`src/common/charger_cfg.svh`:
```
`ifndef CHARGER_CFG_SVH
`define CHARGER_CFG_SVH
// Oscillator rate and prescaled tick
`define CLK_HZ 40000000
`define TICK_US 1000
`define TICK_CYC ((`CLK_HZ / 1000000) * `TICK_US)
// Timing figures in their own units
`define SAFETY_HOURS 6
`define QUAL_SINK_MS 32
`define QUAL_RETRY_MS 2000
`define SHORT_DEGLITCH_MS 1
// Derived tick counts (one tick is one millisecond)
`define SAFETY_TICKS (`SAFETY_HOURS * 3600 * 1000)
`define QUAL_SINK_TICKS (`QUAL_SINK_MS * 1000 / `TICK_US)
`define QUAL_RETRY_TICKS (`QUAL_RETRY_MS * 1000 / `TICK_US)
`define SHORT_DEGLITCH_TICKS (`SHORT_DEGLITCH_MS * 1000 / `TICK_US)
// Regulation adjustments
`define WARM_VREG_DROP_MV 140
`endif

```
`src/common/charger_pkg.sv`:
```
package charger_pkg;
  // Comparator results sampled from the analog front end
  typedef struct packed {
    logic above_undervoltage_lockout;
    logic above_sleep;
    logic above_weak;
    logic above_ovp;
    logic batt_short;
    logic batt_below_recharge;
    logic charge_done;
  } supply_cmp_t;

  // Thermal comparator results
  typedef struct packed {
    logic pack_below_hot;
    logic pack_below_warm;
    logic pack_above_cool;
    logic pack_above_cold;
    logic die_above_fold;
    logic die_above_shutdown;
    logic die_below_restart;
  } thermal_cmp_t;

  // Loop activity flags that decide when the safety timer slows
  typedef struct packed {
    logic fast_charge;
    logic sys_load_limit;
    logic input_floor_active;
  } loop_flags_t;

  typedef enum logic [2:0] {
    ST_OFF,
    ST_QUAL_SINK,
    ST_QUAL_WAIT,
    ST_NORMAL,
    ST_SLEEP,
    ST_OVP,
    ST_TSD
  } sup_state_t;
endpackage

```
`src/design/charger_supervisory_fsm.sv`:
```
`timescale 1ns/100ps
`include "charger_cfg.svh"

module charger_supervisory_fsm #(
  parameter int unsigned TICK_CYC = `TICK_CYC,
  parameter int unsigned SAFETY_TICKS = `SAFETY_TICKS,
  parameter int unsigned QUAL_SINK_TICKS = `QUAL_SINK_TICKS,
  parameter int unsigned QUAL_RETRY_TICKS = `QUAL_RETRY_TICKS,
  parameter int unsigned DEGLITCH_TICKS = `SHORT_DEGLITCH_TICKS,
  parameter logic [7:0] VREG_DROP_MV = 8'(`WARM_VREG_DROP_MV)
) (
  input wire logic clk,
  input wire logic nrst,
  input wire charger_pkg::supply_cmp_t supply_cmp,
  input wire charger_pkg::thermal_cmp_t thermal_cmp,
  input wire charger_pkg::loop_flags_t loop_flags,
  input wire logic charge_enable,
  input wire logic hiz_select,
  input wire logic floor_sense_pin,
  output logic converter_enable,
  output logic battery_fet_on,
  output logic discharge_fet_gate,
  output logic discharge_fet_gate_oe,
  output logic gate_drive_regulator,
  output logic test_sink_enable,
  output logic charging,
  output logic timer_fault,
  output logic half_current,
  output logic current_taper,
  output logic input_limit_reduce,
  output logic [7:0] vreg_drop_mv,
  output logic cycle_indicator_n_oe,
  output logic source_good_n_oe
);

  // Two-flop synchronisers for all pin and comparator inputs
  localparam int unsigned NIN = 24;
  logic [NIN-1:0] raw_in;
  logic [NIN-1:0] meta_r;
  logic [NIN-1:0] sync_r;
  assign raw_in = {supply_cmp, thermal_cmp, loop_flags, charge_enable, hiz_select,
                   floor_sense_pin, 4'h0};

  always_ff @(posedge clk or negedge nrst) begin
    if (!nrst) begin
      meta_r <= '0;
      sync_r <= '0;
    end else begin
      meta_r <= raw_in;
      sync_r <= meta_r;
    end
  end

  charger_pkg::supply_cmp_t sup;
  charger_pkg::thermal_cmp_t thm;
  charger_pkg::loop_flags_t lp;
  logic ce_s;
  logic hiz_s;
  logic floor_s;
  assign sup = sync_r[23:17];
  assign thm = sync_r[16:10];
  assign lp = sync_r[9:7];
  assign ce_s = sync_r[6];
  assign hiz_s = sync_r[5];
  assign floor_s = sync_r[4];

  // Prescaled millisecond tick
  logic [31:0] pre_r;
  logic [31:0] pre_nxt;
  logic tick;
  always_comb begin
    tick = (pre_r == TICK_CYC - 1);
    pre_nxt = tick ? '0 : pre_r + 32'h1;
  end

  // Previous levels for toggle detection
  logic ce_q_r;
  logic hiz_q_r;
  logic pwr_q_r;
  logic toggle_evt;
  logic pwr_ok;
  assign pwr_ok = sup.above_undervoltage_lockout;
  assign toggle_evt = (ce_q_r != ce_s) || (hiz_q_r != hiz_s) || (pwr_ok && !pwr_q_r);

  // Main supervisory state
  charger_pkg::sup_state_t st_r;
  charger_pkg::sup_state_t st_nxt;
  charger_pkg::sup_state_t ovp_ret_r;
  charger_pkg::sup_state_t ovp_ret_nxt;
  logic [31:0] qcnt_r;
  logic [31:0] qcnt_nxt;
  logic [31:0] dcnt_r;
  logic [31:0] dcnt_nxt;
  logic short_off_r;
  logic short_off_nxt;
  logic [31:0] tmr_r;
  logic [31:0] tmr_nxt;
  logic half_r;
  logic half_nxt;
  logic fault_r;
  logic fault_nxt;
  logic chg_r;
  logic chg_nxt;
  logic ind_r;
  logic ind_nxt;
  logic new_cycle;
  logic indicated_cycle;
  logic therm_ok;
  logic slow;

  assign therm_ok = !thm.pack_below_hot && !thm.pack_above_cold;
  assign slow = lp.fast_charge && (lp.sys_load_limit || lp.input_floor_active
                || thm.die_above_fold);

  always_comb begin
    st_nxt = st_r;
    ovp_ret_nxt = ovp_ret_r;
    qcnt_nxt = qcnt_r;
    new_cycle = 1'b0;
    indicated_cycle = 1'b0;
    if (!pwr_ok) begin
      st_nxt = charger_pkg::ST_OFF;
    end else if (thm.die_above_shutdown && st_r != charger_pkg::ST_TSD) begin
      st_nxt = charger_pkg::ST_TSD;
    end else begin
      case (st_r)
        charger_pkg::ST_OFF: begin
          st_nxt = charger_pkg::ST_QUAL_SINK;
          qcnt_nxt = '0;
        end
        charger_pkg::ST_QUAL_SINK: begin
          if (!sup.above_weak) begin
            st_nxt = charger_pkg::ST_QUAL_WAIT;
            qcnt_nxt = '0;
          end else if (tick) begin
            if (qcnt_r >= QUAL_SINK_TICKS - 1) begin
              qcnt_nxt = '0;
              if (!sup.above_ovp) begin
                st_nxt = charger_pkg::ST_NORMAL;
                new_cycle = 1'b1;
                indicated_cycle = 1'b1;
              end
            end else begin
              qcnt_nxt = qcnt_r + 32'h1;
            end
          end
        end
        charger_pkg::ST_QUAL_WAIT: begin
          if (tick) begin
            if (qcnt_r >= QUAL_RETRY_TICKS - 1) begin
              st_nxt = charger_pkg::ST_QUAL_SINK;
              qcnt_nxt = '0;
            end else begin
              qcnt_nxt = qcnt_r + 32'h1;
            end
          end
        end
        charger_pkg::ST_NORMAL: begin
          if (sup.above_ovp) begin
            ovp_ret_nxt = st_r;
            st_nxt = charger_pkg::ST_OVP;
          end else if (!sup.above_sleep) begin
            st_nxt = charger_pkg::ST_SLEEP;
          end else if (!sup.above_weak) begin
            st_nxt = charger_pkg::ST_QUAL_SINK;
            qcnt_nxt = '0;
          end
        end
        charger_pkg::ST_SLEEP: begin
          if (sup.above_ovp) begin
            ovp_ret_nxt = st_r;
            st_nxt = charger_pkg::ST_OVP;
          end else if (sup.above_sleep) begin
            st_nxt = charger_pkg::ST_NORMAL;
            new_cycle = 1'b1;
          end
        end
        charger_pkg::ST_OVP: begin
          if (!sup.above_ovp) begin
            st_nxt = ovp_ret_r;
          end
        end
        charger_pkg::ST_TSD: begin
          if (thm.die_below_restart) begin
            st_nxt = charger_pkg::ST_NORMAL;
            new_cycle = 1'b1;
          end
        end
        default: st_nxt = charger_pkg::ST_OFF;
      endcase
    end
    // Enable, hiz or power toggle while running restarts the cycle
    if (st_r == charger_pkg::ST_NORMAL && toggle_evt) begin
      new_cycle = 1'b1;
      indicated_cycle = 1'b1;
    end
    // Automatic recharge carries no indicator
    if (st_r == charger_pkg::ST_NORMAL && !chg_r && !fault_r && sup.batt_below_recharge) begin
      new_cycle = 1'b1;
    end
  end

  // Charge cycle, safety timer and fault
  always_comb begin
    chg_nxt = chg_r;
    tmr_nxt = tmr_r;
    half_nxt = half_r;
    fault_nxt = fault_r;
    ind_nxt = ind_r;
    if (st_r == charger_pkg::ST_TSD || !pwr_ok) begin
      tmr_nxt = '0;
      chg_nxt = 1'b0;
    end
    if (!pwr_ok) begin
      ind_nxt = 1'b0;
    end
    if (new_cycle && !hiz_s && ce_s) begin
      chg_nxt = 1'b1;
      tmr_nxt = '0;
      half_nxt = 1'b0;
    end
    if (toggle_evt || !pwr_ok) begin
      fault_nxt = 1'b0;
    end
    if (indicated_cycle && !hiz_s && ce_s) begin
      ind_nxt = 1'b1;
    end
    if (chg_r && st_r == charger_pkg::ST_NORMAL) begin
      if (sup.charge_done || !ce_s || hiz_s) begin
        chg_nxt = 1'b0;
        ind_nxt = 1'b0;
      end else if (tick && therm_ok) begin
        half_nxt = !half_r;
        if (!slow || half_r) begin
          if (tmr_r >= SAFETY_TICKS - 1) begin
            chg_nxt = 1'b0;
            fault_nxt = 1'b1;
            ind_nxt = 1'b0;
          end else begin
            tmr_nxt = tmr_r + 32'h1;
          end
        end
      end
    end
  end

  // Battery-only short retest
  always_comb begin
    dcnt_nxt = dcnt_r;
    short_off_nxt = short_off_r;
    if (pwr_ok) begin
      short_off_nxt = 1'b0;
      dcnt_nxt = '0;
    end else if (!short_off_r && sup.batt_short) begin
      short_off_nxt = 1'b1;
      dcnt_nxt = '0;
    end else if (short_off_r && tick) begin
      if (dcnt_r >= DEGLITCH_TICKS - 1) begin
        short_off_nxt = 1'b0;
      end else begin
        dcnt_nxt = dcnt_r + 32'h1;
      end
    end
  end

  // Registered outputs
  logic run;
  logic susp;
  assign run = st_r == charger_pkg::ST_NORMAL;
  assign susp = !therm_ok || !chg_r;

  always_ff @(posedge clk or negedge nrst) begin
    if (!nrst) begin
      pre_r <= '0;
      ce_q_r <= 1'b0;
      hiz_q_r <= 1'b0;
      pwr_q_r <= 1'b0;
      st_r <= charger_pkg::ST_OFF;
      ovp_ret_r <= charger_pkg::ST_NORMAL;
      qcnt_r <= '0;
      dcnt_r <= '0;
      short_off_r <= 1'b0;
      tmr_r <= '0;
      half_r <= 1'b0;
      fault_r <= 1'b0;
      chg_r <= 1'b0;
      ind_r <= 1'b0;
      converter_enable <= 1'b0;
      battery_fet_on <= 1'b0;
      discharge_fet_gate <= 1'b0;
      discharge_fet_gate_oe <= 1'b1;
      gate_drive_regulator <= 1'b0;
      test_sink_enable <= 1'b0;
      charging <= 1'b0;
      timer_fault <= 1'b0;
      half_current <= 1'b0;
      current_taper <= 1'b0;
      input_limit_reduce <= 1'b0;
      vreg_drop_mv <= 8'h00;
      cycle_indicator_n_oe <= 1'b1;
      source_good_n_oe <= 1'b1;
    end else begin
      pre_r <= pre_nxt;
      ce_q_r <= ce_s;
      hiz_q_r <= hiz_s;
      pwr_q_r <= pwr_ok;
      st_r <= st_nxt;
      ovp_ret_r <= ovp_ret_nxt;
      qcnt_r <= qcnt_nxt;
      dcnt_r <= dcnt_nxt;
      short_off_r <= short_off_nxt;
      tmr_r <= tmr_nxt;
      half_r <= half_nxt;
      fault_r <= fault_nxt;
      chg_r <= chg_nxt;
      ind_r <= ind_nxt;
      converter_enable <= run && !hiz_s;
      // FET on except during a timer fault while running, or a short on battery only
      battery_fet_on <= pwr_ok ? !(run && (fault_r || (susp && !chg_r && fault_r)))
                      : !short_off_r;
      discharge_fet_gate <= !run || hiz_s;
      discharge_fet_gate_oe <= !(!run || hiz_s);
      gate_drive_regulator <= pwr_ok && sup.above_sleep
                              && st_r != charger_pkg::ST_TSD;
      test_sink_enable <= st_r == charger_pkg::ST_QUAL_SINK;
      charging <= run && chg_r && therm_ok;
      timer_fault <= fault_r;
      half_current <= thm.pack_above_cool && !thm.pack_above_cold;
      current_taper <= thm.die_above_fold;
      input_limit_reduce <= run && floor_s;
      vreg_drop_mv <= (!thm.pack_below_hot && thm.pack_below_warm) ? VREG_DROP_MV
                      : 8'h00;
      cycle_indicator_n_oe <= !ind_r;
      source_good_n_oe <= !(pwr_ok && sup.above_sleep && !sup.above_ovp);
    end
  end

endmodule

```
`config.mk`:
```
export PLATFORM = sky130hd
export DESIGN_NAME = charger_supervisory_fsm
export DESIGN_NICKNAME = d
export VERILOG_FILES = /design/src/common/charger_pkg.sv /design/src/design/charger_supervisory_fsm.sv
export VERILOG_INCLUDE_DIRS = /design/src /design/src/common
export SDC_FILE = /design/constraint.sdc
export NUM_CORES = 1
export LEC_CHECK = 0
export BUFFER_PORTS_ARGS = -buffer_cell sky130_fd_sc_hd__buf_2
export CORE_MARGIN = 3
export CORE_UTILIZATION = 45
export DETAILED_ROUTE_END_ITERATION = 8
export GPL_ROUTABILITY_DRIVEN = 1
export PLACE_DENSITY = 0.64
export SYNTH_ARGS = -nofsm -noshare
export SYNTH_HDL_FRONTEND = slang
export SYNTH_SLANG_ARGS = --single-unit
```
`constraint.sdc`:
```
create_clock -name clk -period 2.15 [get_ports clk]
set_input_delay 0.43 -clock clk [delete_from_list [all_inputs] [get_ports clk]]
set_output_delay 0.43 -clock clk [all_outputs]
set_load 0.02 [all_outputs]
```
* Word-level counts from Yosys, hierarchy flattened
Cells that the tools add are included.
** Word-level totals
- Output and inout port bits :: 21
- Input port bits :: 22
- Logic and storage cells :: 213
- Bits in registers :: 203
** Cells by class
- Bitwise gates (word level) :: 1
- Reductions and logical operators :: 67
- Add/subtract/negate cells :: 4
- Mux-type cells :: 83
- $lt $le $gt $ge :: 4
- Equal/unequal tests :: 24
** Operators by type and width (count)
- 32-bit two-way mux :: 20
- 32-bit by 1-bit adder with 32-bit output (second input constant) :: 4
- 32-bit one-hot mux with 4 select lines :: 1
- 3-bit two-way mux :: 15
- 1-bit two-way mux :: 44
- 32-bit by 16-bit == test with 1-bit output (second input constant) :: 1
- 32-bit by 1-bit >= comparator with 1-bit output (second input constant) :: 1
- 32-bit by 11-bit >= comparator with 1-bit output (second input constant) :: 1
- 32-bit by 25-bit >= comparator with 1-bit output (second input constant) :: 1
- 32-bit by 5-bit >= comparator with 1-bit output (second input constant) :: 1
- 1-bit logical AND :: 27
- 3-bit one-hot mux with 7 select lines :: 1
- 5-bit != test (second input constant) :: 4
- 1-bit zero test :: 18
- 8-bit AND reduction :: 2
- 1-bit logical OR :: 12
- 4-bit != test (second input constant) :: 3
- 3-bit == test (second input constant) :: 3
- 3-bit != test (second input constant) :: 3
- 8-bit two-way mux :: 1
- 2-bit != test (second input constant) :: 4
- 3-bit by 2-bit == test with 1-bit output (second input constant) :: 2
- 6-bit by 5-bit != test with 1-bit output (second input constant) :: 1
- 3-bit nonzero test :: 2
- other kinds (9) :: 11

* Logic depth before layout (Yosys ltp)
- Word-level depth :: 17
- Gate-level depth with buffers :: 9
- Gate-level depth less buffers :: 7

* Worst setup path before layout
OpenSTA, ideal clock, no wires.
- Path type :: register to register
- Start point :: register pre_r[0]
- End point :: register chg_r
- Clock period less this slack :: 2.232 ns
- Required time :: 2.031 ns
- Arrival time :: 2.113 ns
- Stages on the path, launching flop included :: 8
- Buffers on the path :: 1
- Library setup time :: 0.119 ns
- Slack :: -0.082 ns
- Cells stage by stage :: dfrtp_1 -> ha_1 -> and3_1 -> clkbuf_1 -> nand3_1 -> or3_1 -> o41ai_1 -> o21ba_2
** Between the ends
- Cells in the longest elaborated chain, start to end :: 16
- Elaborated cells between the ends (all ways) :: 17
- Those cells by class :: eq/ne: 1; mux: 13; reduce/logical: 3
** Ends and longest elaborated chain
- from (decl) :: RTL line charger_supervisory_fsm.sv:68 : logic [31:0] pre_r;
- from (signal assigned) :: RTL line charger_supervisory_fsm.sv:303 : pre_r <= pre_nxt;
- 32-bit by 16-bit == test with 1-bit output * :: RTL line charger_supervisory_fsm.sv:72 : tick = (pre_r == TICK_CYC - 1);
- 1-bit two-way mux :: RTL line charger_supervisory_fsm.sv:135 : end else if (tick) begin
- 1-bit two-way mux :: RTL line charger_supervisory_fsm.sv:132 : if (!sup.above_weak) begin
- 1-bit one-hot mux with 3 select lines :: RTL line charger_supervisory_fsm.sv:126 : case (st_r)
- 1-bit two-way mux :: RTL line charger_supervisory_fsm.sv:123 : end else if (thm.die_above_shutdown && st_r != charger_pkg::ST_TSD) begin
- 1-bit two-way mux :: RTL line charger_supervisory_fsm.sv:121 : if (!pwr_ok) begin
- 1-bit two-way mux :: RTL line charger_supervisory_fsm.sv:193 : if (st_r == charger_pkg::ST_NORMAL && toggle_evt) begin
- 1-bit two-way mux :: RTL line charger_supervisory_fsm.sv:198 : if (st_r == charger_pkg::ST_NORMAL && !chg_r && !fault_r && sup.batt_below_recharge) begin
- 1-bit logical AND (2 in series) :: RTL line charger_supervisory_fsm.sv:217 : if (new_cycle && !hiz_s && ce_s) begin
- 1-bit two-way mux :: RTL line charger_supervisory_fsm.sv:217
- 1-bit two-way mux :: RTL line charger_supervisory_fsm.sv:235 : if (tmr_r >= SAFETY_TICKS - 1) begin
- 1-bit two-way mux :: RTL line charger_supervisory_fsm.sv:234 : if (!slow || half_r) begin
- 1-bit two-way mux :: RTL line charger_supervisory_fsm.sv:232 : end else if (tick && therm_ok) begin
- 1-bit two-way mux :: RTL line charger_supervisory_fsm.sv:229 : if (sup.charge_done || !ce_s || hiz_s) begin
- 1-bit two-way mux * :: RTL line charger_supervisory_fsm.sv:228 : if (chg_r && st_r == charger_pkg::ST_NORMAL) begin
- via chg_nxt :: RTL line charger_supervisory_fsm.sv:103 : logic chg_nxt;
- to (signal assigned) :: RTL line charger_supervisory_fsm.sv:315 : chg_r <= chg_nxt;
- to (decl) :: RTL line charger_supervisory_fsm.sv:102 : logic chg_r;
Mark *: on every way through the listed nets, which the timed path passes. The rest lies on a longest branch.
A chain may end at the register's enable or synchronous reset.

* Final worst setup path
- Start point :: register pre_r[30]
- End point :: register tmr_r[15]
** Between the ends
- Cells in the longest elaborated chain, start to end :: 16
- Elaborated cells between the ends (all ways) :: 17
- Those cells by class :: eq/ne: 1; mux: 13; reduce/logical: 3
** Ends and longest elaborated chain
- 32-bit by 16-bit == test with 1-bit output * :: RTL line charger_supervisory_fsm.sv:72
- 1-bit two-way mux :: RTL line charger_supervisory_fsm.sv:135
- 1-bit two-way mux :: RTL line charger_supervisory_fsm.sv:132
- 1-bit one-hot mux with 3 select lines :: RTL line charger_supervisory_fsm.sv:126
- 1-bit two-way mux :: RTL line charger_supervisory_fsm.sv:123
- 1-bit two-way mux :: RTL line charger_supervisory_fsm.sv:121
- 1-bit two-way mux :: RTL line charger_supervisory_fsm.sv:193
- 1-bit two-way mux :: RTL line charger_supervisory_fsm.sv:198
- 1-bit logical AND (2 in series) :: RTL line charger_supervisory_fsm.sv:217
- 32-bit two-way mux :: RTL line charger_supervisory_fsm.sv:217
- 32-bit two-way mux :: RTL line charger_supervisory_fsm.sv:235
- 32-bit two-way mux :: RTL line charger_supervisory_fsm.sv:234
- 32-bit two-way mux :: RTL line charger_supervisory_fsm.sv:232
- 32-bit two-way mux :: RTL line charger_supervisory_fsm.sv:229
- 32-bit two-way mux * :: RTL line charger_supervisory_fsm.sv:228
- via tmr_nxt[15] :: RTL line charger_supervisory_fsm.sv:97 : logic [31:0] tmr_nxt;
- to (signal assigned) :: RTL line charger_supervisory_fsm.sv:312 : tmr_r <= tmr_nxt;
- to (decl) :: RTL line charger_supervisory_fsm.sv:96 : logic [31:0] tmr_r;
Marked as above.

==> summary.txt <==
Floorplanning
  • Rows: 46
  • Die outline area: 18000 um^2
  • Horizontal die dimension: 134 um
  • Floorplan core area: roughly 16000 um^2
  • Number of top-level design ports: 43
  • Die height: 134 um
  • Initial core utilization: 46.3%

Clock network
  • Skew-Pair Late Insertion Delay: around 0.42 ns
  • CTS tree: yes
  • CTS clk-pin slew, worst paths: roughly 0.06 ns
  • TritonCTS sink count: 164
  • Maximum buffer depth of the clock tree: 2
  • Clock tree root driver cell: sky130_fd_sc_hd__clkbuf_16
  • Number of buffers created by CTS: 17
  • H-tree level count: 4

Route
  • Detailed-router iteration count before antenna repair: 5
  • Total DRC errors in the routed layout: 0
  • Drt total wl: 16600 um
  • Vias after detailed routing: about 5900
  • Average wire length per cell after detail routing: about 16 um
  • Initial DRC Count: slightly below 300
  • DRT antenna net count: 0
  • Via density per instance: 5.51

Global routing
  • Remaining Overflow, GRT: 0
  • Via count of the first global-routing pass: 5872
  • Pin count of the biggest net entering global routing: 55
  • Number of antenna violations at the first check in global routing: 0
  • Total routing usage reported by global routing: a little under a fifth
  • Wire length of the first global-routing pass: 27900 um

Placed design
  • Detailed-placement wirelength estimate: roughly 11000 um
  • Placer Congestion: 0.830
  • DP Worst Slack: -0.254 ns
  • Total cell area at the placement stage: 8540 um^2
  • Placed cell count: 1029
  • Number of input and output port buffers inserted: 37

Final layout
  • Design area: 9490 um^2
  • Count of inserted antenna diode cells: 0
  • Area growth syn-to-layout: 28.1%
  • Share of cells above drive strength 1: 30.4%
  • Total number of nets in the final design: between 800 and 900
  • Utilization after layout: about three fifths
  • Non-filler instance count after layout: roughly 1100

Setup path
  • Crit path capture type: register
  • Launch instance of the worst register-to-register path: pre_r[30]
  • Worst Setup Path Type: reg2reg
  • Largest fanout on the critical path: 6
  • Arrival time at the worst endpoint: 2.59 ns
  • Req. time, crit path: 2.49 ns
  • Critical Path Source: pre_r[30]
  • Startpoint Class: register

Power
  • Power per cell area: 733 nW/um^2
  • Max VDD drop: 597 uV
  • Leak: 4.25 nW
  • Overall power after layout: 6.96 mW

Synthesis
  • Synth Register Bits: 164
  • FFs w/ async S/R, synth: 100%
  • Top flip-flop cell by instance count after synthesis: sky130_fd_sc_hd__dfrtp_1
  • Number of distinct library cell variants in the gate-level netlist after synthesis: 68
  • Ys Warns: 0
  • Post-synthesis area per instance: 10.5 um^2
  • Seq/Total Area, Yosys: 55.5%
  • Synthesized instance count: slightly above 700
  • Area of the mapped netlist: 7410 um^2
  • Number of enable-type register cells in the synthesized netlist: 0

Timing
  • Period Utilization, post-route: 105%
  • Clk_skew: about 0.013 ns
  • FMAX: 444 MHz
  • Summed negative setup slack over all endpoints: -1.43 ns
  • Final worst-path setup slack: -0.105 ns
  • Final number of setup-violating endpoints: 33
  • Tightest hold margin: roughly 0.11 ns
  • Count of final hold-check violations: 0
  • Min cycle time layout: 2.25 ns
  • Unrepaired setup endpoints after global routing: yes
  • Number of pins with negative max-slew slack in the final report: 0

Hold path
  • Worst Hold Launch: loop_flags[0]
  • Class of the worst hold path: in2reg

Job
  • Max Cap Violations: 0

Status
  • Outcome: finished, violations left
  • Violations in the final reports: negative setup slack
## where the power goes
group	total, mW	leakage (nW)	internal, mW	switching, mW
combinational	0.743	1.84	0.322	0.422
sequential	3.28	2.14	3.21	0.0648
clock	2.94	0.265	1.74	1.20
total	6.96	4.25	5.27	1.69
## layout make-up
type                            count  area, um^2
Multi-Input combinational cell    495        3290
Clock inverter                     11         129
Inverter                           17        63.8
Sequential cell                   164        4110
Tap cell                          216         270
Clock buffer                       20         447
Fill cell                        1298        6510
Timing Repair Buffer              149        1180
## synth_stat cells, types with 7 or more instances
library cell	number	share of area, %
sky130_fd_sc_hd__a31oi_1	10	0.84
sky130_fd_sc_hd__inv_1	17	0.86
sky130_fd_sc_hd__dfrtp_1	159	54
sky130_fd_sc_hd__nand3_1	28	1.9
sky130_fd_sc_hd__nor2_1	64	3.2
sky130_fd_sc_hd__nor4_1	16	1.4
sky130_fd_sc_hd__nand2b_1	7	0.59
sky130_fd_sc_hd__clkbuf_1	12	0.61
sky130_fd_sc_hd__a21oi_1	17	1.1
sky130_fd_sc_hd__and4_1	9	1.1
sky130_fd_sc_hd__nor3b_1	9	0.91
sky130_fd_sc_hd__buf_4	11	1.1
sky130_fd_sc_hd__buf_2	8	0.54
sky130_fd_sc_hd__nand2_1	56	2.8
sky130_fd_sc_hd__a41oi_1	7	0.83
sky130_fd_sc_hd__o21ai_2	21	2.5
sky130_fd_sc_hd__o31ai_1	8	0.81
sky130_fd_sc_hd__and2_1	11	0.93
sky130_fd_sc_hd__xnor2_1	19	2.2
sky130_fd_sc_hd__nor2b_1	20	1.7
sky130_fd_sc_hd__o21a_1	7	0.71
sky130_fd_sc_hd__nor3_1	24	1.6
sky130_fd_sc_hd__nand4_1	19	1.6
sky130_fd_sc_hd__and3_1	17	1.4
sky130_fd_sc_hd__xor2_1	12	1.4
sky130_fd_sc_hd__o21ai_0	42	2.8
## cell families after synthesis
family          Yosys count  share of synthesized area, %
other cells               1                        0.0506
fa+ha+maj                 3                         0.507
mux                       5                         0.709
flops                   164                          55.5
simple gates            312                          23.2
compound gates          139                          12.8
buf+inv                  51                          3.58
xor+xnor                 31                          3.66
## state kept, by name, summed over array words and instances, names as in the netlist, 3 cells and up
signal / count
tmr_r: 32
st_r: 3
meta_r: 20
pre_r: 32
sync_r: 20
qcnt_r: 32
ovp_ret_r: 3
## worst paths after layout
path | depth (start not counted) | slack (ns) | to
max in group asynchronous | 3 | 0.89 | tmr_r[24]
worst max-delay path | 10 | -0.10 | tmr_r[15]
min in group asynchronous | 2 | 0.48 | qcnt_r[18]
worst min register to register | 0 | 0.35 | sync_r[6]
worst min-delay path | 1 | 0.11 | meta_r[7]
worst max register to register | 10 | -0.10 | tmr_r[15]
## worst max-delay path, stage by stage (launching register included)
cell                       delay [ns]
sky130_fd_sc_hd__dfrtp_1         0.40
sky130_fd_sc_hd__nor4_2          0.29
sky130_fd_sc_hd__nand3_1         0.15
sky130_fd_sc_hd__buf_6           0.16
sky130_fd_sc_hd__buf_4           0.15
sky130_fd_sc_hd__nor4_4          0.34
sky130_fd_sc_hd__nand3b_1        0.16
sky130_fd_sc_hd__buf_6           0.16
sky130_fd_sc_hd__buf_4           0.13
sky130_fd_sc_hd__o2bb2a_4        0.19
sky130_fd_sc_hd__o21ai_2         0.05
## cells in the final DEF, fill, tap and decap left out, types with 3 or more instances in the layout
master                         n
sky130_fd_sc_hd__nand2_1      51
sky130_fd_sc_hd__o21ai_0      27
sky130_fd_sc_hd__o21ai_1      14
sky130_fd_sc_hd__xnor2_1      19
sky130_fd_sc_hd__a21oi_1      14
sky130_fd_sc_hd__or2_2         3
sky130_fd_sc_hd__nand3_1      27
sky130_fd_sc_hd__nor3_1       22
sky130_fd_sc_hd__or3_1         5
sky130_fd_sc_hd__o21ai_2      21
sky130_fd_sc_hd__and4_1        7
sky130_fd_sc_hd__nand4_1      19
sky130_fd_sc_hd__nor2b_1      19
sky130_fd_sc_hd__and2_1       11
sky130_fd_sc_hd__dfstp_2       5
sky130_fd_sc_hd__buf_4        93
sky130_fd_sc_hd__nand3b_1      4
sky130_fd_sc_hd__o21a_1        7
sky130_fd_sc_hd__a31oi_1       7
sky130_fd_sc_hd__nand2_2       5
sky130_fd_sc_hd__inv_1        17
sky130_fd_sc_hd__a41oi_1       7
sky130_fd_sc_hd__nand2b_1      7
sky130_fd_sc_hd__and3_1       15
sky130_fd_sc_hd__xor2_1       12
sky130_fd_sc_hd__dfrtp_1     159
sky130_fd_sc_hd__buf_12        7
sky130_fd_sc_hd__clkbuf_16    18
sky130_fd_sc_hd__a21oi_2       3
sky130_fd_sc_hd__nor2_1       64
sky130_fd_sc_hd__o31ai_1       7
sky130_fd_sc_hd__conb_1        5
sky130_fd_sc_hd__buf_2        36
sky130_fd_sc_hd__buf_6         9
sky130_fd_sc_hd__mux2i_1       3
sky130_fd_sc_hd__nor4_2        7
sky130_fd_sc_hd__clkinvlp_4    5
sky130_fd_sc_hd__nor3b_1       8
sky130_fd_sc_hd__nor4_1        9
## timing repair
| action | 4_1_cts | 5_1_grt |
|---|---|---|
| gates resized for setup | 25 | 48 |
| gates cloned | 0 | 1 |
| buffers inserted | 4 | 6 |
| hold buffers | 1 | 0 |
| setup endpoints to repair | 70 | 70 |
| pin swaps | 6 | 12 |
| hold endpoints to repair | 37 | 0 |
## metal layers
metal | vias up | GRT usage (%) | routed length (um)
met5 | - | 0 | 0
met4 | 0 | 6.84 | 384
met3 | 28 | 3.86 | 655
met2 | 166 | 30.4 | 8060
met1 | 2900 | 25.8 | 7550
li1 | 2809 | - | -
Power figures use the tool's default switching activity.
